[config.mk]
export PLATFORM = sky130hd
export DESIGN_NAME = irq_prio_top
export DESIGN_NICKNAME = d
export VERILOG_FILES = /design/src/irq_prio_top_dummy_end.sv /design/src/irq_prio_pkg.sv /design/src/prio_decode.sv /design/src/enable_pair.sv /design/src/irq_prio_top.sv
export VERILOG_INCLUDE_DIRS = /design/src
export SDC_FILE = /design/constraint.sdc
export NUM_CORES = 1
export LEC_CHECK = 0
export BUFFER_PORTS_ARGS = -buffer_cell sky130_fd_sc_hd__buf_2
export CORE_MARGIN = 1
export CORE_UTILIZATION = 63
export CTS_CLUSTER_DIAMETER = 30
export CTS_CLUSTER_SIZE = 12
export DETAILED_ROUTE_END_ITERATION = 12
export PLACE_DENSITY_LB_ADDON = 0.15
export SYNTH_ARGS = -nofsm -noshare
export SYNTH_HDL_FRONTEND = slang
export SYNTH_SLANG_ARGS = --single-unit
[constraint.sdc]
create_clock -name clk_i -period 24.8 [get_ports clk_i]
set_clock_uncertainty 0.2 [all_clocks]
set_input_delay 3.72 -clock clk_i [delete_from_list [all_inputs] [get_ports clk_i]]
set_output_delay 3.72 -clock clk_i [all_outputs]
set_load 0.03 [all_outputs]
[src/irq_prio_cfg.svh]
// constants for the two-group interrupt priority enable block
// assumes an 8-bit register port with 12-bit addresses on a single system clock
`ifndef IRQ_PRIO_CFG_SVH
`define IRQ_PRIO_CFG_SVH

// widths
`define REG_ADDR_W 12
`define REG_DATA_W 8
`define SRC_PER_GROUP 8

// register offsets
`define OFS_GROUP0_ENABLE_HIGH 12'hFC1
`define OFS_GROUP0_ENABLE_LOW 12'hFC2
`define OFS_GROUP1_ENABLE_HIGH 12'hFC4
`define OFS_GROUP1_ENABLE_LOW 12'hFC5
`define OFS_PIN_PORT_SELECT 12'hFCE
`define OFS_EVENT_STATUS 12'hFD0
`define OFS_EVENT_MASK 12'hFD1
`define OFS_CHOICE_VIEW 12'hFD2

// reset values
`define ENABLE_RST 8'h00
`define PORT_SELECT_RST 8'h00
`define EVENT_RST 3'h0

// group0 source bit positions
`define BIT_TIMER2 7
`define BIT_TIMER1 6
`define BIT_TIMER0 5
`define BIT_SERIAL0_RX 4
`define BIT_SERIAL0_TX 3
`define BIT_TWOWIRE 2
`define BIT_SYNC_SERIAL 1
`define BIT_CONVERTER 0

// choice view field positions
`define VIEW_VALID_BIT 7
`define VIEW_GROUP_BIT 6
`define VIEW_INDEX_MSB 5
`define VIEW_INDEX_LSB 3
`define VIEW_LEVEL_MSB 1
`define VIEW_LEVEL_LSB 0

// event status width: one bit per priority level 1..3
`define EVENT_W 3

`endif

[src/irq_prio_top_dummy_end.sv]
`timescale 1ns/10ps
`default_nettype none
`default_nettype wire

[src/irq_prio_pkg.sv]
// types shared by the interrupt priority enable block
// assumes the constants header is on the include path
`include "irq_prio_cfg.svh"

package irq_prio_pkg;

    // two-bit priority code, high enable bit on the left
    typedef enum logic [1:0] {
        PRIO_DISABLED = 2'h0,
        PRIO_LOW = 2'h1,
        PRIO_NOMINAL = 2'h2,
        PRIO_HIGH = 2'h3
    } prio_level_e;

    // one register port access
    typedef struct packed {
        logic [`REG_ADDR_W-1:0] addr;
        logic [`REG_DATA_W-1:0] wdata;
        logic we;
        logic re;
    } reg_bus_s;

    // request presented to the cpu
    typedef struct packed {
        logic valid;
        logic group;
        logic [2:0] index;
        prio_level_e level;
    } irq_choice_s;

endpackage : irq_prio_pkg

[src/prio_decode.sv]
// one source: gates a request line by its high/low enable pair
// assumes request and enables are on the same clock as the caller
`timescale 1ns/10ps
`default_nettype none

module prio_decode
    import irq_prio_pkg::*;
(
    // request and enable pair
    input wire logic req_i,
    input wire logic en_high_i,
    input wire logic en_low_i,
    // gated level
    output prio_level_e level_o
);

    // a request with both enables clear reads as disabled
    always_comb begin
        if (req_i) begin
            level_o = prio_level_e'({en_high_i, en_low_i});
        end else begin
            level_o = PRIO_DISABLED;
        end
    end

endmodule : prio_decode

`default_nettype wire

[src/enable_pair.sv]
// high and low enable registers of one group
// assumes write strobes are already decoded by the caller
`timescale 1ns/10ps
`default_nettype none
`include "irq_prio_cfg.svh"

module enable_pair
    import irq_prio_pkg::*;
(
    // clock and reset
    input wire logic clk_i,
    input wire logic sys_rst_i,
    // write side
    input wire logic we_high_i,
    input wire logic we_low_i,
    input wire logic [`REG_DATA_W-1:0] wdata_i,
    // register contents
    output logic [`REG_DATA_W-1:0] high_o,
    output logic [`REG_DATA_W-1:0] low_o
);

    logic [`REG_DATA_W-1:0] next_high;
    logic [`REG_DATA_W-1:0] next_low;

    // every bit is plain read/write
    always_comb begin
        next_high = we_high_i ? wdata_i : high_o;
        next_low = we_low_i ? wdata_i : low_o;
    end

    // all sources start disabled
    always_ff @(posedge clk_i or posedge sys_rst_i) begin
        if (sys_rst_i) begin
            high_o <= `ENABLE_RST;
            low_o <= `ENABLE_RST;
        end else begin
            high_o <= next_high;
            low_o <= next_low;
        end
    end

endmodule : enable_pair

`default_nettype wire

[src/irq_prio_top.sv]
// two-group priority enable and request selection
// assumes request lines are already captured on clk_i by the request registers
// and that the register master follows the one-cycle strobe protocol
`timescale 1ns/10ps
`default_nettype none
`include "irq_prio_cfg.svh"

module irq_prio_top
    import irq_prio_pkg::*;
(
    // clock and reset
    input wire logic clk_i,
    input wire logic sys_rst_i,
    // register port
    input wire reg_bus_s bus_i,
    output logic [`REG_DATA_W-1:0] rdata_o,
    // request lines
    input wire logic [`SRC_PER_GROUP-1:0] group0_req_i,
    input wire logic [`SRC_PER_GROUP-1:0] port_a_req_i,
    input wire logic [`SRC_PER_GROUP-1:0] port_d_req_i,
    // to the cpu
    output irq_choice_s choice_o,
    output logic irq_o
);

    localparam int NSRC = `SRC_PER_GROUP;

    // register contents
    logic [`REG_DATA_W-1:0] group0_enable_high;
    logic [`REG_DATA_W-1:0] group0_enable_low;
    logic [`REG_DATA_W-1:0] group1_enable_high;
    logic [`REG_DATA_W-1:0] group1_enable_low;
    logic [`REG_DATA_W-1:0] port_select;
    logic [`REG_DATA_W-1:0] next_port_select;
    logic [`EVENT_W-1:0] event_status;
    logic [`EVENT_W-1:0] next_event_status;
    logic [`EVENT_W-1:0] event_mask;
    logic [`EVENT_W-1:0] next_event_mask;
    logic [`REG_DATA_W-1:0] next_rdata;

    // write decode
    logic wr_g0_high;
    logic wr_g0_low;
    logic wr_g1_high;
    logic wr_g1_low;
    logic wr_select;
    logic wr_status;
    logic wr_mask;

    // request path
    logic [NSRC-1:0] pin_req;
    prio_level_e g0_level [NSRC];
    prio_level_e g1_level [NSRC];
    irq_choice_s pick;
    irq_choice_s next_choice;
    logic [`EVENT_W-1:0] level_any;
    logic [`EVENT_W-1:0] level_any_prev;
    logic [`EVENT_W-1:0] next_level_any_prev;
    logic [`EVENT_W-1:0] level_event;

    // write strobes, one per writable register; unmapped writes touch nothing
    always_comb begin
        wr_g0_high = bus_i.we && (bus_i.addr == `OFS_GROUP0_ENABLE_HIGH);
        wr_g0_low = bus_i.we && (bus_i.addr == `OFS_GROUP0_ENABLE_LOW);
        wr_g1_high = bus_i.we && (bus_i.addr == `OFS_GROUP1_ENABLE_HIGH);
        wr_g1_low = bus_i.we && (bus_i.addr == `OFS_GROUP1_ENABLE_LOW);
        wr_select = bus_i.we && (bus_i.addr == `OFS_PIN_PORT_SELECT);
        wr_status = bus_i.we && (bus_i.addr == `OFS_EVENT_STATUS);
        wr_mask = bus_i.we && (bus_i.addr == `OFS_EVENT_MASK);
    end

    // group 0 enables: peripheral sources
    enable_pair u_group0_enable (
        .clk_i(clk_i),
        .sys_rst_i(sys_rst_i),
        .we_high_i(wr_g0_high),
        .we_low_i(wr_g0_low),
        .wdata_i(bus_i.wdata),
        .high_o(group0_enable_high),
        .low_o(group0_enable_low)
    );

    // group 1 enables: pin sources
    enable_pair u_group1_enable (
        .clk_i(clk_i),
        .sys_rst_i(sys_rst_i),
        .we_high_i(wr_g1_high),
        .we_low_i(wr_g1_low),
        .wdata_i(bus_i.wdata),
        .high_o(group1_enable_high),
        .low_o(group1_enable_low)
    );

    // pin slot source: select bit high takes port d, low takes port a;
    // the enables never enter here, so disabling a slot keeps its source
    always_comb begin
        pin_req = (port_d_req_i & port_select) | (port_a_req_i & ~port_select);
    end

    // per-source gating, bit x of both enables paired with request bit x;
    // group 0 bit order: timer2 timer1 timer0 rx tx twowire sync_serial converter
    for (genvar gi = 0; gi < NSRC; gi++) begin : g_src
        prio_decode u_g0 (
            .req_i(group0_req_i[gi]),
            .en_high_i(group0_enable_high[gi]),
            .en_low_i(group0_enable_low[gi]),
            .level_o(g0_level[gi])
        );
        prio_decode u_g1 (
            .req_i(pin_req[gi]),
            .en_high_i(group1_enable_high[gi]),
            .en_low_i(group1_enable_low[gi]),
            .level_o(g1_level[gi])
        );
    end

    // selection: strictly higher level wins, so on a tie the earlier
    // scan position stays: group 0 before group 1, bit 7 down to bit 0
    always_comb begin
        pick = '0;
        pick.level = PRIO_DISABLED;
        for (int i = NSRC - 1; i >= 0; i--) begin
            if (g0_level[i] > pick.level) begin
                pick.valid = 1'b1;
                pick.group = 1'b0;
                pick.index = 3'(i);
                pick.level = g0_level[i];
            end
        end
        for (int i = NSRC - 1; i >= 0; i--) begin
            if (g1_level[i] > pick.level) begin
                pick.valid = 1'b1;
                pick.group = 1'b1;
                pick.index = 3'(i);
                pick.level = g1_level[i];
            end
        end
    end

    // which levels have at least one enabled pending request
    always_comb begin
        level_any = '0;
        for (int i = 0; i < NSRC; i++) begin
            if (g0_level[i] != PRIO_DISABLED) begin
                level_any[g0_level[i] - 2'h1] = 1'b1;
            end
            if (g1_level[i] != PRIO_DISABLED) begin
                level_any[g1_level[i] - 2'h1] = 1'b1;
            end
        end
        level_event = level_any & ~level_any_prev;
        next_level_any_prev = level_any;
    end

    // sticky status: a new event in the clearing cycle survives the clear
    always_comb begin
        next_event_status = event_status;
        if (wr_status) begin
            next_event_status = event_status & ~bus_i.wdata[`EVENT_W-1:0];
        end
        next_event_status = next_event_status | level_event;
        next_event_mask = wr_mask ? bus_i.wdata[`EVENT_W-1:0] : event_mask;
        next_port_select = wr_select ? bus_i.wdata : port_select;
        next_choice = pick;
    end

    // read mux: data only in the cycle after the strobe, zero elsewhere
    always_comb begin
        next_rdata = '0;
        if (bus_i.re) begin
            case (bus_i.addr)
                `OFS_GROUP0_ENABLE_HIGH: next_rdata = group0_enable_high;
                `OFS_GROUP0_ENABLE_LOW: next_rdata = group0_enable_low;
                `OFS_GROUP1_ENABLE_HIGH: next_rdata = group1_enable_high;
                `OFS_GROUP1_ENABLE_LOW: next_rdata = group1_enable_low;
                `OFS_PIN_PORT_SELECT: next_rdata = port_select;
                `OFS_EVENT_STATUS: next_rdata = {5'h00, event_status};
                `OFS_EVENT_MASK: next_rdata = {5'h00, event_mask};
                `OFS_CHOICE_VIEW: begin
                    next_rdata[`VIEW_VALID_BIT] = choice_o.valid;
                    next_rdata[`VIEW_GROUP_BIT] = choice_o.group;
                    next_rdata[`VIEW_INDEX_MSB:`VIEW_INDEX_LSB] = choice_o.index;
                    next_rdata[`VIEW_LEVEL_MSB:`VIEW_LEVEL_LSB] = choice_o.level;
                end
                default: next_rdata = '0;
            endcase
        end
    end

    // state registers
    always_ff @(posedge clk_i or posedge sys_rst_i) begin
        if (sys_rst_i) begin
            port_select <= `PORT_SELECT_RST;
            event_status <= `EVENT_RST;
            event_mask <= `EVENT_RST;
            level_any_prev <= `EVENT_RST;
            rdata_o <= '0;
            choice_o <= '0;
        end else begin
            port_select <= next_port_select;
            event_status <= next_event_status;
            event_mask <= next_event_mask;
            level_any_prev <= next_level_any_prev;
            rdata_o <= next_rdata;
            choice_o <= next_choice;
        end
    end

    // level interrupt, high while any unmasked event bit is set
    assign irq_o = |(event_status & event_mask);
endmodule : irq_prio_top

`default_nettype wire

# Word-level counts from Yosys, hierarchy flattened
# Cells that the tools add are included.
# word_totals
regBits,64
input_bits,48
output_inout_bits,16
wordCells,235
# classes
add_sub_neg,16
magnitude_cmp,48
n_eq_ne,8
mux,85
bitwise_logic,25
reduce_logical,40
# ops
op,count
$mux W7,16
$eq A12 B12 Y1 const B,8
$mux W3,17
$lt A2 B3 Y1 const B,16
$or A3 B3 Y3,16
$demux W1 S2,16
$ge A2 B1 Y1 const B,16
$mux W2,16
$reduce_bool A2 Y1,16
$sub A2 B1 Y2 const B,16
$gt A2 B2 Y1,15
$pmux W5 S6,1
$logic_and A1 B1 Y1,23
$and A8 B8 Y8,2
$mux W1,16
$pmux W2 S8,1
$and A3 B3 Y3,3
$mux W8,1
$not A8 Y8,1
$or A8 B8 Y8,1
$pmux W1 S7,1
$not A3 Y3,2
$reduce_or A3 Y1,1
$gt A2 B1 Y1 const B,1

# Logic depth before layout (Yosys ltp)
# Gate-level depths: netlist of the first run.
# depth
depth_word,41
mapped_depth,83
ltp_nobuf,83

# Modules after synthesis
# A second synthesis of the first run with hierarchy kept.
# hier_totals
cells_unflattened,472
area_unflattened_um2,4783.3
# by_module_without_submodules
mod,n_inst,cells_each,area_each_um2,seq_area_each_um2
irq_prio_top,1,370,3249.4,800.8
enable_pair,2,35,666.9,400.4
prio_decode,16,2,12.5,0.0

# Worst setup path before layout of the first run
# Ideal clock, no wire load.
# synth_path
kind,input -> register
from,input port group0_req_i[7]
to,register choice_o[6] (netlist name)
setup_time_ns,0.136
t_arrival_ns,17.488
required_time_ns,24.464
path_slack_ns,6.975
cell_stages,76
path_buffers,0
path_cell_list,and2_4 -> ha_1 -> a2bb2oi_2 -> a31oi_1 -> o2bb2a_4 -> and2_1 -> ha_1 -> nand2b_1 -> nand2_1 -> nand3_1 -> o21ai_0 -> ha_1 -> inv_1 -> o22ai_1 -> o21ai_0 -> ha_1 -> a2bb2oi_1 -> a311o_1 -> [... 40 more ...] -> nand3_1 -> o21ai_0 -> ha_1 -> inv_1 -> o22ai_1 -> mux2_2 -> o21ai_0 -> ha_1 -> a21oi_1 -> mux2_2 -> o31ai_1 -> ha_1 -> inv_1 -> o22ai_1 -> nand2b_1 -> or2_2 -> nand2b_1 -> or3b_2
# synth_lines
item,line,rtl
from (decl),irq_prio_top.sv:18,"input wire logic [`SRC_PER_GROUP-1:0] group0_req_i,"
to (signal assigned),irq_prio_top.sv:205,choice_o <= next_choice;
to (decl),irq_prio_top.sv:22,"output irq_choice_s choice_o,"

==> results of run 1 <==
==> stage by stage <==
step | util, % | cells | setup WS [ns] | power (W) | cell area (sq um)
after floorplan | - | 464 | 6.98 | 0.000131 | 4540
after global placement | 72.2 | 618 | 5.56 | 0.000142 | 4960
after detailed placement | 72.2 | 618 | 5.10 | 0.000143 | 4960
after CTS | 75.4 | 634 | 5.34 | 0.000240 | 5180
after global routing | 75.4 | 634 | 4.14 | 0.000248 | 5180
final | 75.4 | 634 | 5.15 | 0.000240 | 5180
==> worst max path at each step <==
stage	slack [ns]	endpoint
5_1_grt	4.14	choice_o[6]
2_1_floorplan	6.98	choice_o[6]
6_report	5.15	choice_o[6]
3_3_place_gp	5.56	choice_o[6]
3_5_place_dp	5.10	choice_o[6]
4_1_cts	5.34	choice_o[6]
==> state kept, by name, indices dropped and copies added (netlist names) <==
| signal | flops |
|---|---|
| u_group0_enable.high_o | 8 |
| choice_o | 7 |
| u_group0_enable.low_o | 8 |
| u_group1_enable.high_o | 8 |
| port_select | 8 |
| event_mask | 3 |
| rdata_o | 8 |
| level_any_prev | 3 |
| event_status | 3 |
| u_group1_enable.low_o | 8 |
==> power by group through the flow <==
stage | combinational, W | clock (W) | sequential [W]
finish | 0.0000327 | 0.0000980 | 0.000109
global route | 0.0000359 | 0.000103 | 0.000109
CTS | 0.0000323 | 0.0000984 | 0.000109
detailed placement | 0.0000319 | 0 | 0.000111
global placement | 0.0000309 | 0 | 0.000111
floorplan | 0.0000182 | 0 | 0.000112
==> synth_stat cells (5+ instances only) <==
cell type,number
dfrtp_1,64
mux2_2,59
nand2_1,58
ha_1,43
inv_1,39
nor2_1,23
o22ai_1,21
o21ai_0,11
a22oi_1,10
nand3_1,10
a21boi_0,7
and2_1,7
nand2b_1,7
a21oi_1,6
a222oi_1,6
nand4_1,6
nor3_1,6
o221ai_1,6
a221oi_1,5
mux2i_1,5
==> worst max-delay path: cells and delay by family <==
| family | cells | cell delay [ns] |
|---|---|---|
| AOI/OAI and AO/OA | 24 | 5.98 |
| and+or+nand+nor | 24 | 3.91 |
| buffers and inverters | 11 | 0.60 |
| adders and majority gates | 15 | 4.08 |
| muxes | 4 | 1.37 |
==> cells by family (layout without fill, tap and decap cells) <==
| kind of cell | after synthesis | after routing | synth area share (%) |
|---|---|---|---|
| AND/OR/NAND/NOR | 139 | 139 | 14.8 |
| AO/OA/AOI/OAI | 109 | 109 | 18.6 |
| multiplexers | 64 | 64 | 15.7 |
| flip-flops | 64 | 64 | 35.3 |
| buffers and inverters | 45 | 119 | 3.80 |
| adder cells (fa/ha/maj) | 43 | 43 | 11.8 |
==> per-layer routing <==
metal,vias up,GRT usage [%],part of all wire [%]
met1,1991,45.3,41
met2,239,57.3,46
met4,0,10.5,2.6
met5,-,0,0
met3,36,10.7,9.9
li1,1878,-,-
==> final cells by class <==
cell class	instances	share of cell area, %
clock buffer	9	2.39
timing repair buffer	64	6.23
clock inverter	7	1.86
inverter	39	2.83
multi-input combinational	355	53.4
tap	96	2.32
sequential	64	30.9
==> flow_metrics.env, run 1 <==
export IMPL_status="finished, final reports clean"
export IMPL_ys_seq_elements=64
export IMPL_grt_max_degree=65
export IMPL_hold_viol_final=0
export IMPL_worstMarginPinSlew_ns=1.14
export IMPL_criticalPathCategory="primary input to flip-flop"
export IMPL_clock_sinks=64
export IMPL_startpoint="group0_req_i[6]"
export IMPL_clkTransAtPathRegs_ns=0.07
export IMPL_vias_per_cell=6.54
export IMPL_syn_avg_cell_area_sq_um=9.79
export IMPL_power_switching_share_pct=26.6
export IMPL_cp_required_ns=24.81
export IMPL_routabilityCongestion=0.913
export IMPL_critPathSlowestCell="a2bb2oi_1"
export IMPL_intPower_w=0.000176
export IMPL_combPwrFrac_pct=13.6
export IMPL_area_sequential_sq_mm=0.00160
export IMPL_drive_above_1_share_pct=28.4
export IMPL_hold_depth=1
export IMPL_nets=624
export IMPL_synth_nets=555
export IMPL_core_area_sq_mm=0.00687
export IMPL_crit_path_start_kind="primary input"
export IMPL_cp_max_fo=6
export IMPL_io_buffer_count=63
export IMPL_maxCapViolCount=0
export IMPL_cts_setup_buffers=0
export IMPL_rows=30
export IMPL_cts_buffer_depth=2
export IMPL_yosysSeqAreaShare_pct=35.3
export IMPL_area_growth_pct=14.0
export IMPL_finalSetupTns_ns=0
export IMPL_die_h_um=86.9
export IMPL_synth_area_top_cells="dfrtp_1, mux2_2, ha_1, nand2_1, inv_1"
export IMPL_synth_cell_types=59
export IMPL_first_pass_iters=7
export IMPL_rsz0062_at_grt="no"
export IMPL_ioPinCount=64
export IMPL_final_common_cell="dfrtp_1"
export IMPL_cp_end_kind="flip-flop"
export IMPL_vdd_ir_drop_max_uv=51.5
export IMPL_num_vias=4144
export IMPL_synth_largest_area_cell="dfrtp_1"
export IMPL_critPathMaxStageDelay_ns=0.58
export IMPL_synthFlopType="dfrtp_1"
export IMPL_setup_viol=0
export IMPL_slew_headroom_pct=22.7
export IMPL_switchingPower_w=0.0000638
export IMPL_slew_violations=0
export IMPL_fin_crit_ns=19.65
export IMPL_synth_top_cell_area_share_pct=35.3
export IMPL_postCtsHoldBufs=0
export IMPL_cts_root_buffer="clkbuf_8"
export IMPL_postRouteAntennaNets=0
export IMPL_hpwlAfterDp_mm=9.43
export IMPL_fill_cells=499
export IMPL_netlist_instances=464
export IMPL_hold_end="event_status[0]"
export IMPL_multi_input_area_sq_mm=0.00277
export IMPL_clk_latency_ns=0.35
export IMPL_min_delay_start="event_status[0]"
export IMPL_wl_per_cell_um=19.5
export IMPL_die_x_um=86.9
export IMPL_p_per_area_mw_per_mm2=46.3
export IMPL_grt_first_pass_wirelength_mm=19.9
export IMPL_seqPwrFrac_pct=45.5
export IMPL_antenna_found_initial=0
export IMPL_arrival_ns=19.66
export IMPL_synthArstFlopShare_pct=100
export IMPL_cts_resized=0
export IMPL_fmax_ghz=0.0509
export IMPL_diodes=0
export IMPL_yosysWarnings=0
export IMPL_grt_pass1_vias=3929
export IMPL_drt_iter0_drc=334
export IMPL_holdWs_ns=0.343
export IMPL_synth_edf_count=0
export IMPL_worstRegToRegCells=77
export IMPL_layout_common_cells="dfrtp_1, buf_2, mux2_2"
export IMPL_r2r_end="choice_o[6]"
export IMPL_drcViolationCount=0
export IMPL_cts_tree="built"
export IMPL_routed_wl_mm=12.4
export IMPL_globalRouteOverflowTotal=0
export IMPL_start_util_pct=66.1
export IMPL_htree_num_levels=3
export IMPL_power_share_clock_pct=40.9
export IMPL_leakage_nw=2.63
export IMPL_reg2reg_slack_ns=8.15
export IMPL_grt_total_usage_pct=35.2
export IMPL_final_period_utilization_pct=79.2
export IMPL_r2r_start="u_group0_enable.low_o[7]"
export IMPL_synthesis_area_sq_mm=0.00454
export IMPL_min_path_type="flip-flop to flip-flop"
export IMPL_cts_inserted_buffers=9
export IMPL_die_area_sq_mm=0.00755
export IMPL_cpMostUsedCell="ha_1"
Note: power is estimated with default switching activity, not from simulation.
==> run 2, diff against run 1 <==
CORE_UTILIZATION = 58   (was 63)
clock period = 19.27 ns   (was 24.8 ns; I/O delays follow)
==> flow_metrics.env, run 2 (synthesized netlist as in run 1, its figures left out) <==
export IMPL_postRouteAntennaNets=0
export IMPL_routed_wl_mm=12.5
export IMPL_seqPwrFrac_pct=44.5
export IMPL_final_cells=638
export IMPL_switchingPower_w=0.0000847
export IMPL_clk_latency_ns=0.36
export IMPL_die_x_um=90.5
export IMPL_intPower_w=0.000231
export IMPL_cp_required_ns=19.31
export IMPL_arrival_ns=18.13
export IMPL_fill_cells=568
export IMPL_final_period_utilization_pct=93.9
export IMPL_rsz0062_at_grt="no"
export IMPL_grt_total_usage_pct=32.4
export IMPL_criticalPathCategory="primary input to flip-flop"
export IMPL_cts_inserted_buffers=9
export IMPL_p_per_area_mw_per_mm2=60.2
export IMPL_startpoint="group0_req_i[6]"
export IMPL_leakage_nw=2.67
export IMPL_critPathSlowestCell="or3b_2"
export IMPL_first_pass_iters=6
export IMPL_power_share_clock_pct=41.9
export IMPL_crit_path_start_kind="primary input"
export IMPL_clkTransAtPathRegs_ns=0.08
export IMPL_area_growth_pct=15.4
export IMPL_final_common_cell="dfrtp_1"
export IMPL_r2r_end="choice_o[6]"
export IMPL_cp_max_fo=6
export IMPL_rows=31
export IMPL_status="finished, final reports clean"
export IMPL_layout_common_cells="dfrtp_1, buf_2, mux2_2"
export IMPL_finalPower_w=0.000316
export IMPL_combPwrFrac_pct=13.6
export IMPL_fmax_ghz=0.0553
export IMPL_grt_max_degree=65
export IMPL_fin_area_sq_mm=0.00524
export IMPL_finalSetupTns_ns=0
export IMPL_maxCapViolCount=0
export IMPL_grt_first_pass_wirelength_mm=20.5
export IMPL_start_util_pct=61.3
export IMPL_cpMostUsedCell="ha_1"
export IMPL_postCtsHoldBufs=0
export IMPL_setup_viol=0
export IMPL_hold_depth=1
export IMPL_clock_sinks=64
export IMPL_fin_util_pct=70.7
export IMPL_hold_viol_final=0
export IMPL_die_h_um=90.5
export IMPL_placed_cells=622
export IMPL_htree_num_levels=3
export IMPL_cp_end_kind="flip-flop"
export IMPL_min_path_type="flip-flop to flip-flop"
export IMPL_io_buffer_count=63
export IMPL_r2r_start="u_group0_enable.low_o[7]"
export IMPL_nets=625
export IMPL_vias_per_cell=6.43
export IMPL_fin_crit_ns=18.09
export IMPL_cts_tree="built"
export IMPL_vdd_ir_drop_max_uv=70.0
export IMPL_die_area_sq_mm=0.00819
export IMPL_cts_root_buffer="clkbuf_8"
export IMPL_routabilityCongestion=1.01
export IMPL_cts_buffer_depth=2
export IMPL_num_vias=4101
export IMPL_slew_headroom_pct=41.4
export IMPL_drt_iter0_drc=353
export IMPL_drcViolationCount=0
export IMPL_dpl_cell_area_sq_mm=0.00497
export IMPL_worstRegToRegCells=77
export IMPL_crit_end="choice_o[6]"
export IMPL_diodes=0
export IMPL_core_area_sq_mm=0.00741
export IMPL_worstMarginPinSlew_ns=0.872
export IMPL_wl_per_cell_um=19.6
export IMPL_grt_pass1_vias=3975
export IMPL_multi_input_area_sq_mm=0.00281
export IMPL_slew_violations=0
export IMPL_hpwlAfterDp_mm=9.71
export IMPL_reg2reg_slack_ns=3.34
export IMPL_ioPinCount=64
export IMPL_globalRouteOverflowTotal=0
export IMPL_drive_above_1_share_pct=29.5
export IMPL_antenna_found_initial=0
export IMPL_power_switching_share_pct=26.8
export IMPL_critPathMaxStageDelay_ns=0.47
export IMPL_area_sequential_sq_mm=0.00160
-- run 2: changes by cell type in the layout (fill, tap and decap cells not counted), sizes merged --
cell	delta
inv	+1
buf	+1
clkinvlp	-3
clkinv	+1
clkbuf	+1
-- run 2: how the worst min path moves through the flow --
| stage | from | slack (ns) | to |
|---|---|---|---|
| finish | event_mask[1] | 0.35 | event_mask[1] |
| global route | event_mask[1] | 0.37 | event_mask[1] |
| CTS | event_status[0] | 0.35 | event_status[0] |
| detailed placement | event_status[0] | 0.33 | event_status[0] |
| global placement | event_mask[0] | 0.32 | event_mask[0] |
| floorplan | event_status[1] | 0.28 | event_status[1] |
-- run 2: power by group through the flow --
| stage | Combinational (W) | Sequential, W | Clock (W) |
|---|---|---|---|
| 3_3_place_gp | 0.0000404 | 0.000143 | 0 |
| 6_report | 0.0000428 | 0.000140 | 0.000132 |
| 5_1_grt | 0.0000473 | 0.000141 | 0.000139 |
| 4_1_cts | 0.0000417 | 0.000140 | 0.000133 |
| 2_1_floorplan | 0.0000234 | 0.000145 | 0 |
| 3_5_place_dp | 0.0000415 | 0.000143 | 0 |
-- run 2: what timing repair did --
action	CTS	global route
endpoints found under the setup margin	0	6
buffers inserted	0	0
resized for setup	0	6
-- run 2: through the flow --
stage,setup WS [ns],hold WS [ns]
global placement,0.744,0.321
detailed placement,0.176,0.330
finish,1.18,0.350
global route,0.0557,0.368
CTS,0.532,0.346
floorplan,2.27,0.283
-- run 2: layout make-up --
cell class	count	area share, %
clock inverters	6	1.74
clock buffers	10	2.63
repair buffers	65	6.30
well taps	99	2.36
inverters	39	2.79
flip-flops and latches	64	30.6
multi-input cells	355	53.6
-- run 2: metal layers --
| layer | GRT usage [%] | share of wire [%] |
|---|---|---|
| met1 | 45.3 | 44 |
| met4 | 10.2 | 2.6 |
| met2 | 49.9 | 45 |
| met3 | 6.99 | 7.9 |
| met5 | 0 | 0 |
-- run 2: worst max-delay path, delay by kind of cell --
kind,cells,cell delay [ns]
AO/OA/AOI/OAI,24,5.34
adder cells (fa/ha/maj),15,3.96
buffers and inverters,12,0.66
multiplexers,4,1.31
AND/OR/NAND/NOR,23,3.95
==> run 3, diff against run 2 <==
ABC_AREA = 1   (was unset)
==> flow_metrics.env, run 3 <==
export IMPL_status="finished, final reports clean"
export IMPL_area_growth_pct=14.3
export IMPL_synth_xor_area_share_pct=0
export IMPL_drive_above_1_share_pct=19.4
export IMPL_fin_crit_ns=15.08
export IMPL_postCtsHoldBufs=0
export IMPL_yosysSeqAreaShare_pct=34.8
export IMPL_min_path_type="flip-flop to flip-flop"
export IMPL_cts_setup_buffers=0
export IMPL_grt_max_degree=65
export IMPL_leakage_nw=2.65
export IMPL_routed_wl_mm=12.7
export IMPL_synthesis_area_sq_mm=0.00460
export IMPL_vdd_ir_drop_max_uv=63.0
export IMPL_num_vias=4499
export IMPL_setup_viol=0
export IMPL_reg2reg_slack_ns=6.38
export IMPL_ys_seq_elements=64
export IMPL_globalRouteOverflowTotal=0
export IMPL_synth_simple_area_share_pct=23.7
export IMPL_slew_violations=0
export IMPL_hold_viol_final=0
export IMPL_antenna_found_initial=0
export IMPL_clk_latency_ns=0.34
export IMPL_diodes=0
export IMPL_vias_per_cell=5.75
export IMPL_synth_cell_types=40
export IMPL_synth_largest_area_cell="dfrtp_1"
export IMPL_synth_area_top_cells="dfrtp_1, ha_1, nand2_1, inv_1, o21ai_1"
export IMPL_wl_per_cell_um=16.3
export IMPL_synth_mux_area_share_pct=1.09
export IMPL_cp_required_ns=19.27
export IMPL_rsz0062_at_grt="no"
export IMPL_clkTransAtPathRegs_ns=0.07
export IMPL_cts_tree="built"
export IMPL_cts_root_buffer="clkbuf_8"
export IMPL_synthAdderAreaFrac_pct=11.7
export IMPL_postRouteAntennaNets=0
export IMPL_drt_iter0_drc=400
export IMPL_cp_end_kind="flip-flop"
export IMPL_slew_headroom_pct=46.9
export IMPL_cts_inserted_buffers=9
export IMPL_hpwlAfterDp_mm=10.1
export IMPL_core_area_sq_mm=0.00769
export IMPL_final_cells=782
export IMPL_die_area_sq_mm=0.00830
export IMPL_syn_avg_cell_area_sq_um=7.61
export IMPL_worstMarginPinSlew_ns=0.797
export IMPL_die_h_um=91.1
export IMPL_cpMostUsedCell="nand2_1"
export IMPL_start_util_pct=59.9
export IMPL_htree_num_levels=3
export IMPL_final_period_utilization_pct=78.2
export IMPL_criticalPathCategory="primary input to flip-flop"
export IMPL_cts_resized=0
export IMPL_synth_nets=696
export IMPL_layout_common_cells="nand2_1, inv_1, dfrtp_1"
export IMPL_final_common_cell="nand2_1"
export IMPL_p_per_area_mw_per_mm2=77.6
export IMPL_synth_compound_area_share_pct=18.8
export IMPL_clock_sinks=64
export IMPL_fmax_ghz=0.0663
export IMPL_maxCapViolCount=0
export IMPL_first_pass_iters=5
export IMPL_critPathMaxStageDelay_ns=0.31
export IMPL_drcViolationCount=0
export IMPL_cts_buffer_depth=2
export IMPL_finalSetupTns_ns=0
export IMPL_rows=32
export IMPL_crit_path_start_kind="primary input"
export IMPL_synth_most_common_cell="nand2_1"
export IMPL_synthFlopType="dfrtp_1"
export IMPL_die_x_um=91.1
export IMPL_synth_edf_count=0
export IMPL_synth_top_family_by_area="simple AND/OR/NAND/NOR gates"
export IMPL_yosys_top_cells_count="nand2_1, inv_1, dfrtp_1"
export IMPL_synth_top_cell_area_share_pct=34.8
export IMPL_arrival_ns=15.08
export IMPL_routabilityCongestion=0.918
export IMPL_cp_max_fo=5
export IMPL_nets=766
export IMPL_placed_cells=766
export IMPL_io_buffer_count=63
export IMPL_grt_total_usage_pct=32.8
export IMPL_netlist_instances=605
export IMPL_yosysWarnings=0
export IMPL_fin_util_pct=68.5
export IMPL_critPathSlowestCell="or2_2"
export IMPL_synthArstFlopShare_pct=100
export IMPL_grt_pass1_vias=4280
export IMPL_ioPinCount=64
export IMPL_grt_first_pass_wirelength_mm=21.1
-- run 3: critical path, delay by kind of cell --
kind	cells	cell delay, ns
AO/OA/AOI/OAI	17	2.31
AND/OR/NAND/NOR	42	4.80
adder cells (fa/ha/maj)	15	3.72
buffers and inverters	16	1.36
-- run 3: cell families after synthesis --
family / after synthesis
and+or+nand+nor: 243
AOI/OAI and AO/OA: 133
buffers and inverters: 117
DFF: 64
adders and majority gates: 43
muxes: 5
-- run 3: area by class of cell --
type                            count  area [sq um]
Sequential cell                    64          1600
Fill cell                         689          2420
Multi-Input combinational cell    424          2550
Inverter                          112           435
Clock buffer                       10           138
Clock inverter                      6          91.3
Tap cell                          102           128
Timing Repair Buffer               64           323
-- run 3: per-layer routing --
layer | part of all wire (%) | wire (um) | vias up | track usage [%]
met1 | 43 | 5410 | 2094 | 42.9
met5 | 0 | 0 | - | 0
met3 | 8.2 | 1040 | 29 | 6.70
met4 | 2.7 | 342 | 0 | 10.7
li1 | - | - | 2143 | -
met2 | 47 | 5940 | 233 | 54.4
-- run 3: final timing paths --
kind                                                start                   endpoint  cells past startpoint
max in group asynchronous                       sys_rst_i                choice_o[3]                      3
worst min register to register  u_group1_enable.high_o[5]  u_group1_enable.high_o[5]                      2
min in group asynchronous                       sys_rst_i              event_mask[2]                      3
worst max-delay path                      group0_req_i[7]                choice_o[6]                     90
worst min-delay path            u_group1_enable.high_o[5]  u_group1_enable.high_o[5]                      2
worst max register to register   u_group0_enable.low_o[7]                choice_o[6]                     89
-- run 3: metrics by stage --
step	instance area, sq um	total power, W	hold slack [ns]	setup WS (ns)
finish	5270	0.000409	0.306	4.19
global route	5270	0.000434	0.344	3.16
CTS	5270	0.000409	0.306	4.22
detailed placement	5040	0.000278	0.289	3.91
global placement	5040	0.000272	0.277	4.52
floorplan	4600	0.000243	0.259	5.19
-- run 3: power by group --
group / leakage, nW / internal [W] / total [W] / switching [W]
combinational: 1.66 / 0.0000462 / 0.000128 / 0.0000817
clock: 0.117 / 0.0000770 / 0.000131 / 0.0000542
sequential: 0.879 / 0.000143 / 0.000150 / 0.00000623
total: 2.65 / 0.000267 / 0.000409 / 0.000142
